==> config.mk <==
export PLATFORM = sky130hd
export DESIGN_NAME = fpc_cmd_if
export DESIGN_NICKNAME = d
export VERILOG_FILES = /design/src/pkg/fpc_pkg.sv /design/src/verilog/fpc_cmd_if.sv
export VERILOG_INCLUDE_DIRS = /design/src /design/src/pkg
export SDC_FILE = /design/constraint.sdc
export NUM_CORES = 1
export LEC_CHECK = 0
export ABC_AREA = 1
export BUFFER_PORTS_ARGS = -buffer_cell sky130_fd_sc_hd__clkbuf_2
export CORE_MARGIN = 5
export CORE_UTILIZATION = 30
export CTS_BUF_LIST = sky130_fd_sc_hd__clkbuf_16
export DETAILED_ROUTE_END_ITERATION = 12
export MAX_ROUTING_LAYER = met4
export PLACE_DENSITY = 0.56
export RECOVER_POWER = 25
export SLEW_MARGIN = 20
export SYNTH_ARGS = -nofsm -noshare
export SYNTH_HDL_FRONTEND = slang
export SYNTH_SLANG_ARGS = --single-unit
export TNS_END_PERCENT = 30
==> constraint.sdc <==
create_clock -name core_clk_i -period 2.6 [get_ports core_clk_i]
set_input_delay 0.52 -clock core_clk_i [delete_from_list [all_inputs] [get_ports core_clk_i]]
set_output_delay 0.52 -clock core_clk_i [all_outputs]
set_load 0.005 [all_outputs]
==> src/pkg/fpc_params.svh <==
`ifndef FPC_PARAMS_SVH
`define FPC_PARAMS_SVH

// command codes seen on the low data byte
`define FPC_CMD_READ_ARRAY 8'hff
`define FPC_CMD_READ_SIG 8'h90
`define FPC_CMD_READ_QUERY 8'h98
`define FPC_CMD_READ_STATUS 8'h70
`define FPC_CMD_CLR_STATUS 8'h50
`define FPC_CMD_SUSPEND 8'hb0
`define FPC_CMD_CONFIRM 8'hd0
`define FPC_CMD_ERASE 8'h20
`define FPC_CMD_BUFFER 8'he8
`define FPC_CMD_SETUP 8'h60
`define FPC_CMD_CFG_CONFIRM 8'h03
`define FPC_CMD_PROTECT 8'h01

// burst configuration field positions
`define FPC_CFG_LEN_LSB 0
`define FPC_CFG_LEN_MSB 2
`define FPC_CFG_WRAP_BIT 3
`define FPC_CFG_EDGE_BIT 6
`define FPC_CFG_YLAT_LSB 9
`define FPC_CFG_YLAT_MSB 10
`define FPC_CFG_XLAT_LSB 11
`define FPC_CFG_XLAT_MSB 14
`define FPC_CFG_ASYNC_BIT 15
`define FPC_CFG_RESET 16'h8000

// address fields of the bus
`define FPC_CFG_ADDR_LSB 2
`define FPC_CFG_ADDR_MSB 17
`define FPC_BLK_ADDR_LSB 17
`define FPC_BLK_ADDR_MSB 22
`define FPC_OFS_SIG_MANUF 16'h0000
`define FPC_OFS_SIG_DEVICE 16'h0001
`define FPC_OFS_SIG_PROT 16'h0002
`define FPC_NUM_BLOCKS 64
`define FPC_BUF_MAX_N 4'hf
`define FPC_WIDE_VARIANT 1'b1

// suspend latency limits
`define FPC_CLK_MHZ 100
`define FPC_PROG_SUSP_MAX_US 10
`define FPC_ERASE_SUSP_MAX_US 30
`define FPC_PROG_SUSP_CYC (`FPC_PROG_SUSP_MAX_US * `FPC_CLK_MHZ)
`define FPC_ERASE_SUSP_CYC (`FPC_ERASE_SUSP_MAX_US * `FPC_CLK_MHZ)

`endif

==> src/pkg/fpc_pkg.sv <==
package fpc_pkg;

    // command interpreter states
    typedef enum logic [3:0] {
        ST_READ = 4'h0,
        ST_CFG_SETUP = 4'h1,
        ST_ERASE_SETUP = 4'h2,
        ST_BUF_COUNT = 4'h3,
        ST_BUF_LOAD = 4'h4,
        ST_BUF_CONFIRM = 4'h5,
        ST_BUSY = 4'h6,
        ST_PAUSING = 4'h7,
        ST_SUSPENDED = 4'h8
    } fpc_state_e;

    // what bus reads return
    typedef enum logic [1:0] {
        RM_ARRAY = 2'h0,
        RM_SIG = 2'h1,
        RM_QUERY = 2'h2,
        RM_STATUS = 2'h3
    } fpc_rmode_e;

    // operation handed to the program/erase controller
    typedef enum logic [1:0] {
        OP_ERASE = 2'h0,
        OP_PROGRAM = 2'h1,
        OP_PROTECT = 2'h2,
        OP_UNPROTECT = 2'h3
    } fpc_op_e;

endpackage : fpc_pkg

==> src/verilog/fpc_cmd_if.sv <==
`timescale 1ns/1ps
`include "fpc_params.svh"

// Notes on behaviour
// RL1: burst configuration loads from 60h then 03h with value on address lines.
// RL2: after configuration update the device reads the array again.
// RL3: configuration value comes from A2..A17, bit 0 on A2; other lines ignored.
// RL4: configuration selects length, type, latencies, sync mode and clock edge.
// RL5: 60h then 01h latches block, starts controller, reads return status.
// RL6: 60h then D0h starts unprotect of all blocks, reads return status.
// RL7: during block protect only read status is accepted.
// RL8: during unprotect all only read status is accepted.
// RL9: protection flags survive reset; only unprotect all clears them.
// RL10: override level held throughout erase/program bypasses block protection.
// RL11: one-cycle commands FF, 90, 98, 70, 50, B0, D0 decode at any address.
// RL12: erase is 20h,D0h; buffer program is E8h, N, N+1 writes, D0h.
// RL13: signature gives maker at 0, device at 1, protection at block+2.
// RL14: signature address uses A22..A2 in x32 mode, A22..A1 in x16.
// RL15: upper data half exists only on the wide variant.
// RL16: program pauses within 10 us of suspend, erase within 30 us.
// RL17: host polls status until controller idle before another command.
module fpc_cmd_if #(
    parameter logic [15:0] MANUF_CODE = 16'h00a5, // arbitrary value
    parameter logic [15:0] DEVICE_CODE = 16'h005a // arbitrary value
) (
    // clock and reset
    input wire logic core_clk_i,
    input wire logic rstn_i,
    // bus write cycle
    input wire logic wr_stb_i,
    input wire logic [22:1] wr_addr_i,
    input wire logic [31:0] wr_data_i,
    // bus width and override pin
    input wire logic bus_x32_i,
    input wire logic override_high_level_i,
    // signature read
    input wire logic [22:1] rd_addr_i,
    output logic [31:0] sig_data_o,
    // read mode and burst configuration
    output fpc_pkg::fpc_rmode_e read_mode_o,
    output logic [15:0] burst_config_value_o,
    output logic [2:0] burst_len_o,
    output logic burst_wrap_o,
    output logic [3:0] x_lat_o,
    output logic [1:0] y_lat_o,
    output logic sync_mode_o,
    output logic clk_edge_o,
    // status side
    output logic clr_status_o,
    output logic seq_error_o,
    output logic prot_error_o,
    output logic pec_ready_o,
    output logic erase_susp_o,
    output logic prog_susp_o,
    // program/erase controller
    output logic pec_start_o,
    output fpc_pkg::fpc_op_e pec_op_o,
    output logic [5:0] pec_block_o,
    output logic pec_pause_o,
    output logic pec_resume_o,
    output logic pec_abort_o,
    output logic buf_wr_o,
    output logic [22:1] program_location_o,
    output logic [31:0] program_value_o,
    input wire logic pec_done_i,
    input wire logic pec_safe_i
);
    import fpc_pkg::*;

    fpc_state_e state_ff, nxt_state;
    fpc_rmode_e rmode_ff, nxt_rmode;
    fpc_op_e op_ff, nxt_op;
    logic [5:0] blk_ff, nxt_blk;
    logic [3:0] cnt_ff, nxt_cnt;
    logic ovr_used_ff, nxt_ovr_used;
    logic [15:0] cfg_ff;
    logic [63:0] prot_flags_ff;
    logic [11:0] susp_cnt_ff;
    logic [11:0] susp_limit;
    logic ovr_meta_ff, ovr_sync_ff;
    logic start_ff, clr_ff, seqerr_ff, proterr_ff, resume_ff, abort_ff, bufwr_ff;
    logic do_start, do_cfg, do_clr, do_seqerr, do_proterr, do_resume, do_abort, do_bufwr;
    logic [22:1] loc_ff;
    logic [31:0] val_ff, sig_ff;
    logic [7:0] cmd;
    logic [5:0] wr_blk, rd_blk;
    logic [15:0] rd_ofs;
    logic wide_x32, susp_done;

    assign cmd = wr_data_i[7:0];
    assign wr_blk = wr_addr_i[`FPC_BLK_ADDR_MSB:`FPC_BLK_ADDR_LSB];

    // override pin synchroniser
    always_ff @(posedge core_clk_i) begin
        if (!rstn_i) begin
            ovr_meta_ff <= 1'b0;
            ovr_sync_ff <= 1'b0;
        end else begin
            ovr_meta_ff <= override_high_level_i;
            ovr_sync_ff <= ovr_meta_ff;
        end
    end

    // suspend deadline by operation type
    assign susp_limit = (op_ff == OP_ERASE) ? 12'(`FPC_ERASE_SUSP_CYC) : 12'(`FPC_PROG_SUSP_CYC);
    assign susp_done = pec_safe_i || (susp_cnt_ff >= susp_limit - 12'h001); // RL16

    // command decoder
    always_comb begin
        nxt_state = state_ff;
        nxt_rmode = rmode_ff;
        nxt_op = op_ff;
        nxt_blk = blk_ff;
        nxt_cnt = cnt_ff;
        nxt_ovr_used = ovr_used_ff;
        do_start = 1'b0;
        do_cfg = 1'b0;
        do_clr = 1'b0;
        do_seqerr = 1'b0;
        do_proterr = 1'b0;
        do_resume = 1'b0;
        do_abort = 1'b0;
        do_bufwr = 1'b0;
        case (state_ff)
            ST_READ: begin
                if (wr_stb_i) begin
                    case (cmd) // RL11
                        `FPC_CMD_READ_ARRAY: nxt_rmode = RM_ARRAY;
                        `FPC_CMD_READ_SIG: nxt_rmode = RM_SIG;
                        `FPC_CMD_READ_QUERY: nxt_rmode = RM_QUERY;
                        `FPC_CMD_READ_STATUS: nxt_rmode = RM_STATUS;
                        `FPC_CMD_CLR_STATUS: do_clr = 1'b1;
                        `FPC_CMD_SETUP: nxt_state = ST_CFG_SETUP;
                        `FPC_CMD_ERASE: nxt_state = ST_ERASE_SETUP; // RL12
                        `FPC_CMD_BUFFER: begin // RL12
                            nxt_state = ST_BUF_COUNT;
                            nxt_blk = wr_blk;
                            nxt_rmode = RM_STATUS;
                        end
                        default: ;
                    endcase
                end
            end
            ST_CFG_SETUP: begin
                if (wr_stb_i) begin
                    nxt_rmode = RM_STATUS;
                    case (cmd)
                        `FPC_CMD_CFG_CONFIRM: begin // RL1
                            do_cfg = 1'b1;
                            nxt_rmode = RM_ARRAY; // RL2
                            nxt_state = ST_READ;
                        end
                        `FPC_CMD_PROTECT: begin // RL5
                            do_start = 1'b1;
                            nxt_op = OP_PROTECT;
                            nxt_blk = wr_blk;
                            nxt_ovr_used = 1'b0;
                            nxt_state = ST_BUSY;
                        end
                        `FPC_CMD_CONFIRM: begin // RL6
                            do_start = 1'b1;
                            nxt_op = OP_UNPROTECT;
                            nxt_ovr_used = 1'b0;
                            nxt_state = ST_BUSY;
                        end
                        default: begin
                            do_seqerr = 1'b1;
                            nxt_state = ST_READ;
                        end
                    endcase
                end
            end
            ST_ERASE_SETUP, ST_BUF_CONFIRM: begin
                if (wr_stb_i) begin
                    nxt_rmode = RM_STATUS;
                    nxt_state = ST_READ;
                    if (cmd != `FPC_CMD_CONFIRM) begin
                        do_seqerr = 1'b1;
                    end else begin
                        nxt_op = (state_ff == ST_ERASE_SETUP) ? OP_ERASE : OP_PROGRAM;
                        if (state_ff == ST_ERASE_SETUP) begin
                            nxt_blk = wr_blk;
                        end
                        if (prot_flags_ff[nxt_blk] && !ovr_sync_ff) begin
                            do_proterr = 1'b1; // RL10
                        end else begin
                            do_start = 1'b1;
                            nxt_ovr_used = prot_flags_ff[nxt_blk]; // RL10
                            nxt_state = ST_BUSY;
                        end
                    end
                end
            end
            ST_BUF_COUNT: begin
                if (wr_stb_i) begin
                    if (wr_data_i[31:4] != 28'h0) begin
                        do_seqerr = 1'b1;
                        nxt_state = ST_READ;
                    end else begin
                        nxt_cnt = wr_data_i[3:0];
                        nxt_state = ST_BUF_LOAD;
                    end
                end
            end
            ST_BUF_LOAD: begin
                if (wr_stb_i) begin
                    do_bufwr = 1'b1; // RL12
                    nxt_cnt = cnt_ff - 4'h1;
                    if (cnt_ff == 4'h0) begin
                        nxt_state = ST_BUF_CONFIRM;
                    end
                end
            end
            ST_BUSY: begin
                if (pec_done_i) begin
                    nxt_state = ST_READ;
                end else if (ovr_used_ff && !ovr_sync_ff) begin
                    do_abort = 1'b1; // RL10
                    nxt_state = ST_READ;
                end else if (wr_stb_i) begin
                    if (cmd == `FPC_CMD_READ_STATUS) begin // RL7 RL8
                        nxt_rmode = RM_STATUS;
                    end else if (cmd == `FPC_CMD_SUSPEND &&
                                 (op_ff == OP_ERASE || op_ff == OP_PROGRAM)) begin
                        nxt_rmode = RM_STATUS;
                        nxt_state = ST_PAUSING;
                    end
                end
            end
            ST_PAUSING: begin
                if (pec_done_i) begin
                    nxt_state = ST_READ;
                end else if (susp_done) begin
                    nxt_state = ST_SUSPENDED; // RL16
                end
                if (wr_stb_i && cmd == `FPC_CMD_READ_STATUS) begin
                    nxt_rmode = RM_STATUS;
                end
            end
            ST_SUSPENDED: begin
                if (wr_stb_i) begin
                    case (cmd)
                        `FPC_CMD_READ_ARRAY: nxt_rmode = RM_ARRAY;
                        `FPC_CMD_READ_SIG: nxt_rmode = RM_SIG;
                        `FPC_CMD_READ_QUERY: nxt_rmode = RM_QUERY;
                        `FPC_CMD_READ_STATUS: nxt_rmode = RM_STATUS;
                        `FPC_CMD_CONFIRM: begin
                            do_resume = 1'b1;
                            nxt_rmode = RM_STATUS;
                            nxt_state = ST_BUSY;
                        end
                        default: ;
                    endcase
                end
            end
            default: nxt_state = ST_READ;
        endcase
    end

    // state and operation registers
    always_ff @(posedge core_clk_i) begin
        if (!rstn_i) begin
            state_ff <= ST_READ;
            rmode_ff <= RM_ARRAY;
            op_ff <= OP_ERASE;
            blk_ff <= 6'h00;
            cnt_ff <= 4'h0;
            ovr_used_ff <= 1'b0;
        end else begin
            state_ff <= nxt_state;
            rmode_ff <= nxt_rmode;
            op_ff <= nxt_op;
            blk_ff <= nxt_blk;
            cnt_ff <= nxt_cnt;
            ovr_used_ff <= nxt_ovr_used;
        end
    end

    // one-cycle event outputs
    always_ff @(posedge core_clk_i) begin
        if (!rstn_i) begin
            start_ff <= 1'b0;
            clr_ff <= 1'b0;
            seqerr_ff <= 1'b0;
            proterr_ff <= 1'b0;
            resume_ff <= 1'b0;
            abort_ff <= 1'b0;
            bufwr_ff <= 1'b0;
            loc_ff <= 22'h0;
            val_ff <= 32'h0;
        end else begin
            start_ff <= do_start;
            clr_ff <= do_clr;
            seqerr_ff <= do_seqerr;
            proterr_ff <= do_proterr;
            resume_ff <= do_resume;
            abort_ff <= do_abort;
            bufwr_ff <= do_bufwr;
            if (do_bufwr) begin
                loc_ff <= wr_addr_i;
                val_ff <= wr_data_i;
            end
        end
    end

    // burst configuration register
    always_ff @(posedge core_clk_i) begin
        if (!rstn_i) begin
            cfg_ff <= `FPC_CFG_RESET;
        end else if (do_cfg) begin
            cfg_ff <= wr_addr_i[`FPC_CFG_ADDR_MSB:`FPC_CFG_ADDR_LSB]; // RL3
        end
    end

    // suspend latency counter
    always_ff @(posedge core_clk_i) begin
        if (!rstn_i || state_ff != ST_PAUSING) begin
            susp_cnt_ff <= 12'h000;
        end else begin
            susp_cnt_ff <= susp_cnt_ff + 12'h001;
        end
    end

    // protection flags, deliberately kept through reset
    generate
        for (genvar b = 0; b < `FPC_NUM_BLOCKS; b++) begin : g_prot
            always_ff @(posedge core_clk_i) begin
                if (state_ff == ST_BUSY && pec_done_i) begin
                    if (op_ff == OP_UNPROTECT) begin
                        prot_flags_ff[b] <= 1'b0; // RL9
                    end else if (op_ff == OP_PROTECT && blk_ff == 6'(b)) begin
                        prot_flags_ff[b] <= 1'b1;
                    end
                end
            end
        end
    endgenerate

    // signature read map
    assign wide_x32 = bus_x32_i & `FPC_WIDE_VARIANT; // RL15
    assign rd_blk = rd_addr_i[`FPC_BLK_ADDR_MSB:`FPC_BLK_ADDR_LSB];
    assign rd_ofs = wide_x32 ? {1'b0, rd_addr_i[16:2]} : rd_addr_i[16:1]; // RL14
    always_ff @(posedge core_clk_i) begin
        if (!rstn_i) begin
            sig_ff <= 32'h0;
        end else if (rd_blk == 6'h00 && rd_ofs == `FPC_OFS_SIG_MANUF) begin
            sig_ff <= {16'h0, MANUF_CODE}; // RL13
        end else if (rd_blk == 6'h00 && rd_ofs == `FPC_OFS_SIG_DEVICE) begin
            sig_ff <= {16'h0, DEVICE_CODE};
        end else if (rd_ofs == `FPC_OFS_SIG_PROT) begin
            sig_ff <= {31'h0, prot_flags_ff[rd_blk]};
        end else begin
            sig_ff <= 32'h0;
        end
    end

    // outputs
    assign sig_data_o = sig_ff;
    assign read_mode_o = rmode_ff;
    assign burst_config_value_o = cfg_ff;
    assign burst_len_o = cfg_ff[`FPC_CFG_LEN_MSB:`FPC_CFG_LEN_LSB]; // RL4
    assign burst_wrap_o = cfg_ff[`FPC_CFG_WRAP_BIT];
    assign x_lat_o = cfg_ff[`FPC_CFG_XLAT_MSB:`FPC_CFG_XLAT_LSB];
    assign y_lat_o = cfg_ff[`FPC_CFG_YLAT_MSB:`FPC_CFG_YLAT_LSB];
    assign sync_mode_o = ~cfg_ff[`FPC_CFG_ASYNC_BIT];
    assign clk_edge_o = cfg_ff[`FPC_CFG_EDGE_BIT];
    assign clr_status_o = clr_ff;
    assign seq_error_o = seqerr_ff;
    assign prot_error_o = proterr_ff;
    assign pec_ready_o = (state_ff != ST_BUSY) && (state_ff != ST_PAUSING);
    assign erase_susp_o = (state_ff == ST_SUSPENDED) && (op_ff == OP_ERASE);
    assign prog_susp_o = (state_ff == ST_SUSPENDED) && (op_ff == OP_PROGRAM);
    assign pec_start_o = start_ff;
    assign pec_op_o = op_ff;
    assign pec_block_o = blk_ff;
    assign pec_pause_o = (state_ff == ST_PAUSING) || (state_ff == ST_SUSPENDED);
    assign pec_resume_o = resume_ff;
    assign pec_abort_o = abort_ff;
    assign buf_wr_o = bufwr_ff;
    assign program_location_o = loc_ff;
    assign program_value_o = val_ff;
endmodule : fpc_cmd_if

==> results list <==
* First-pass GRT wire length: 46,600 µm
* Final-layout fill cell count: 3,269
- Cells fill 36.6% of the core in the end.
* Total negative setup slack: 0 ns
* Tightest Hold Check Type: primary input to flop
- The number of antenna violations at the first check in global routing is 0.
- Pins Over Slew Limit: 0
- Post-route fraction of the period consumed by the critical path: 91.3%
- After technology mapping, the gate count stands at 1,260.
- Worst setup EP type: flop
- Most Used Layer, Global Route: met2
- For this run, design rule violations remaining after detail routing come to 0.
* Total area of sequential cells: 4180 µm²
- Number of global-route vias before repair: 8,838
- After clock tree synthesis, the clock-pin slew on the worst setup and hold paths is 0.08 ns.
- The detailed router placed 9,277 vias in this run.
* Overall track demand over capacity in global routing: 17.5%
- For met1 alone, demand over resource in global routing was 22.0%.
- Each instance of the synthesized netlist takes up on average 7.37 µm².
* Number of CTS-inserted buffers: 17
- The number of cells on the worst reg-to-reg path is 15.
- No sink is reached through more buffers than the 2 on the longest clock path.
* Worst rel slew slack: 34.9%
- Status: finished, final reports clean
- Buffers on Ports: 193
- Summing all multi-input logic gate instances after layout gives 4320 µm².
* Setup repair after global routing missed its margin: false
- Dividing the detail-routed wire length by the instance count gives 16.4 µm.
- STA classifies the critical path startpoint as a flop.
- Net count of the finished layout: 1,523
- CP max stage delay: 0.41 ns
* Met2 usage in global routing: 28.0%
- The tightest hold path in the finished design has a slack of 0.256 ns.
- Non-filler instance count after layout: 1,844
* Synth Cell Area: 9290 µm²
* Proportion of synthesized chip area in sequential cells: 45.0%
- Worst Hold Depth: 3
- Hold violation count in the final report: 0
- TritonCTS clock tree: done
- Number of synthesized flops with an enable pin: 64
- Using the TritonRoute via totals, the vias-per-cell ratio works out to 5.03.
- The initial utilization of the core area, before any placement, comes to 30.4%.
- For this block, the routed nets add up to 30,300 µm of wire.
- The H-tree was split into 4 levels.
- Number of inserted diodes: 0
- Relative to the synthesized area, the layout overhead comes to 20.6%.
- After global routing the overflow that remains totals 0.
* Finish-stage setup viols: 0
- Maximum resistive drop on vdd: 0.444 mV
- Setup slack on the worst reg-to-reg path comes out at 0.23 ns.
- Commonest non-fill, non-tap cells in the layout: 298 x nand2_1, 149 x a21oi_1, 149 x clkbuf_2, 140 x nand3_1, 117 x nor2_1
- Largest net degree at the start of global routing: 71
- Post-placement cell count: 1,809
- Summed over all instances, the cell type with the most area after synthesis is dfxtp_1.
- Required @ worst endpoint: 2.97 ns
* Cell Pwr Density: 523 nW/µm²
- At the pin with the least slew margin, the transition time is 0.973 ns.
* Top cell by count, worst path: nand3_1
- Area share of the largest cell type after synthesis: 24.4%
* First-pass iteration count of the detailed router: 8
- Summed over all cells, the static leakage comes to 4.31 nW.
- The critical path is of the flop to flop type.
- Leading post-synthesis cells by cell area: dfxtp_1 24%, edfxtp_1 21%, nand2_1 12%
- Number of max-cap violations: 0
- Die span in x: 186 µm
* Violation count after the first detailed-route iteration: 679
- Total number of yosys warnings: 0
- Clk Tree Root Cell: clkbuf_16
- Last weighted congestion value of the routability-driven placer: 0.913
- The HPWL after detailed placement is 22,000 µm.
- Fmax achieved: 421 MHz
- The floorplan has 64 rows.
- For this run, the leading register cell type out of synthesis is dfxtp_1.
- The worst path needs 2.37 ns of the cycle, external delays included.
- # IOs: 218
- Synthesis inferred 177 register bits.
* Count of clock tree sinks: 177
- Hold buffers post-CTS: 0
- STA puts the critical path data arrival time at 2.75 ns.
- After floorplanning, the core was sized to cover 30,600 µm².
- The die is 186 µm tall.
* Overall die area: 34,600 µm²
- Along the worst path, the maximum fanout reaches 10.
* Series of cell instances along the critical path: inv_2 > nor2_4 > nand2_4 > buf_4 > o21ai_4 > inv_2 > nand3_1 > nand3_1 > nand3_1 > nand3_1 > nand3_2 > nand3_2 > nand2_1 > nand2_1 > a21oi_2
- Once detail routing completed, the nets flagged for antenna violations numbered 0.
- Worst-path cell with the longest stage delay: dfxtp_1
- Clock latency on the worst-skew pair, taken at its later pin, is 0.44 ns.
- Counting distinct cell types in the post-synthesis netlist gives 48.
* Most frequent standard cell in the layout excluding fill and tap cells: nand2_1
* Setup skew after layout: 0.0156 ns
- Of all flip-flops after synthesis, the portion carrying an async set or reset was 0%.
* Grt met3 use: 4.63%
- Of the cells placed in the final design, the portion with a size suffix greater than 1 is 17.3%.
==> cell usage after synthesis, types with 3 or more instances <==
cell type  instances
a31oi_1            6
nor4_1            16
nor3_1            18
o22ai_1           10
dfxtp_1          113
nand4_1            9
clkbuf_1          52
nor3b_1            3
nor2_1           119
o21ai_0           62
ha_1               5
buf_2              7
nand3_1          140
buf_1              3
a221oi_1          13
buf_4             40
inv_2              3
a21oi_1          149
inv_1             90
nand3_2            3
edfxtp_1          64
nand2_1          301
==> where the power goes <==
group	internal, mW	total [mW]	switching (mW)	leakage, nW
combinational	0.109	0.325	0.216	2.64
clock	1.45	2.68	1.24	0.291
sequential	2.85	2.85	0.00326	1.38
total	4.40	5.86	1.45	4.31
==> state kept, by name (all words and copies together) (netlist names), 2 cells and up <==
signal / flops
burst_config_value_o: 16
cnt_ff: 4
pec_block_o: 6
pec_op_o: 2
program_location_o: 22
program_value_o: 32
prot_flags_ff: 64
read_mode_o: 2
sig_data_o: 3
state_ff: 4
susp_cnt_ff: 12
==> layer usage <==
layer / part of all wire, % / up-vias
li1: - / 4554
met1: 44 / 4326
met2: 47 / 348
met3: 7.4 / 49
met4: 2.1 / 0
met5: 0 / -
==> worst max-delay path, delay by kind of cell, from the launching register on <==
| kind | cells | cell delay (ns) |
|---|---|---|
| AND/OR/NAND/NOR | 10 | 1.06 |
| flip-flops | 1 | 0.41 |
| buffers and inverters | 3 | 0.42 |
| AO/OA/AOI/OAI | 2 | 0.39 |
==> worst paths after layout <==
kind                                  from                        to
hold / removal       override_high_level_i    ovr_meta_ff$_SDFF_PN0_
setup reg to reg  state_ff[1]$_SDFFE_PN0P_  state_ff[2]$_SDFFE_PN0P_
setup / recovery  state_ff[1]$_SDFFE_PN0P_  state_ff[2]$_SDFFE_PN0P_
hold reg to reg     ovr_meta_ff$_SDFF_PN0_    ovr_sync_ff$_SDFF_PN0_
==> cells by family after synthesis <==
logic type | count (synthesis) | synth area share, %
and+or+nand+nor | 621 | 28.9
other | 1 | 0.0404
DFF | 177 | 45.0
xor gates and xnor gates | 1 | 0.0943
buffers and inverters | 197 | 9.83
AOI/OAI and AO/OA | 258 | 15.4
adders and majority gates | 5 | 0.673
==> layout make-up <==
class / count / area share [%]
Clock buffer: 17 / 3.80
Tap cell: 396 / 4.42
Clock inverter: 15 / 1.53
Multi-Input combinational cell: 909 / 38.5
Inverter: 93 / 3.12
Sequential cell: 177 / 37.4
Timing Repair Buffer: 237 / 11.2
==> what timing repair did <==
item | 4_1_cts | 5_1_grt
buffers inserted | 0 | 3
gates resized for setup | 1 | 5
gates cloned | 0 | 0
pin swaps | 0 | 1
endpoints found under the setup margin | 2 | 6
==> stage by stage <==
stage | cell area, µm² | power, mW | setup slack [ns]
6_report | 11200 | 5.86 | 0.227
5_1_grt | 11200 | 6.07 | 0.00316
4_1_cts | 11200 | 5.92 | 0.0814
3_5_place_dp | 10600 | 3.23 | 0.143
3_3_place_gp | 10600 | 3.23 | 0.206
2_1_floorplan | 9380 | 3.10 | 0.514
No activity file was read; power rests on OpenSTA's default activity.
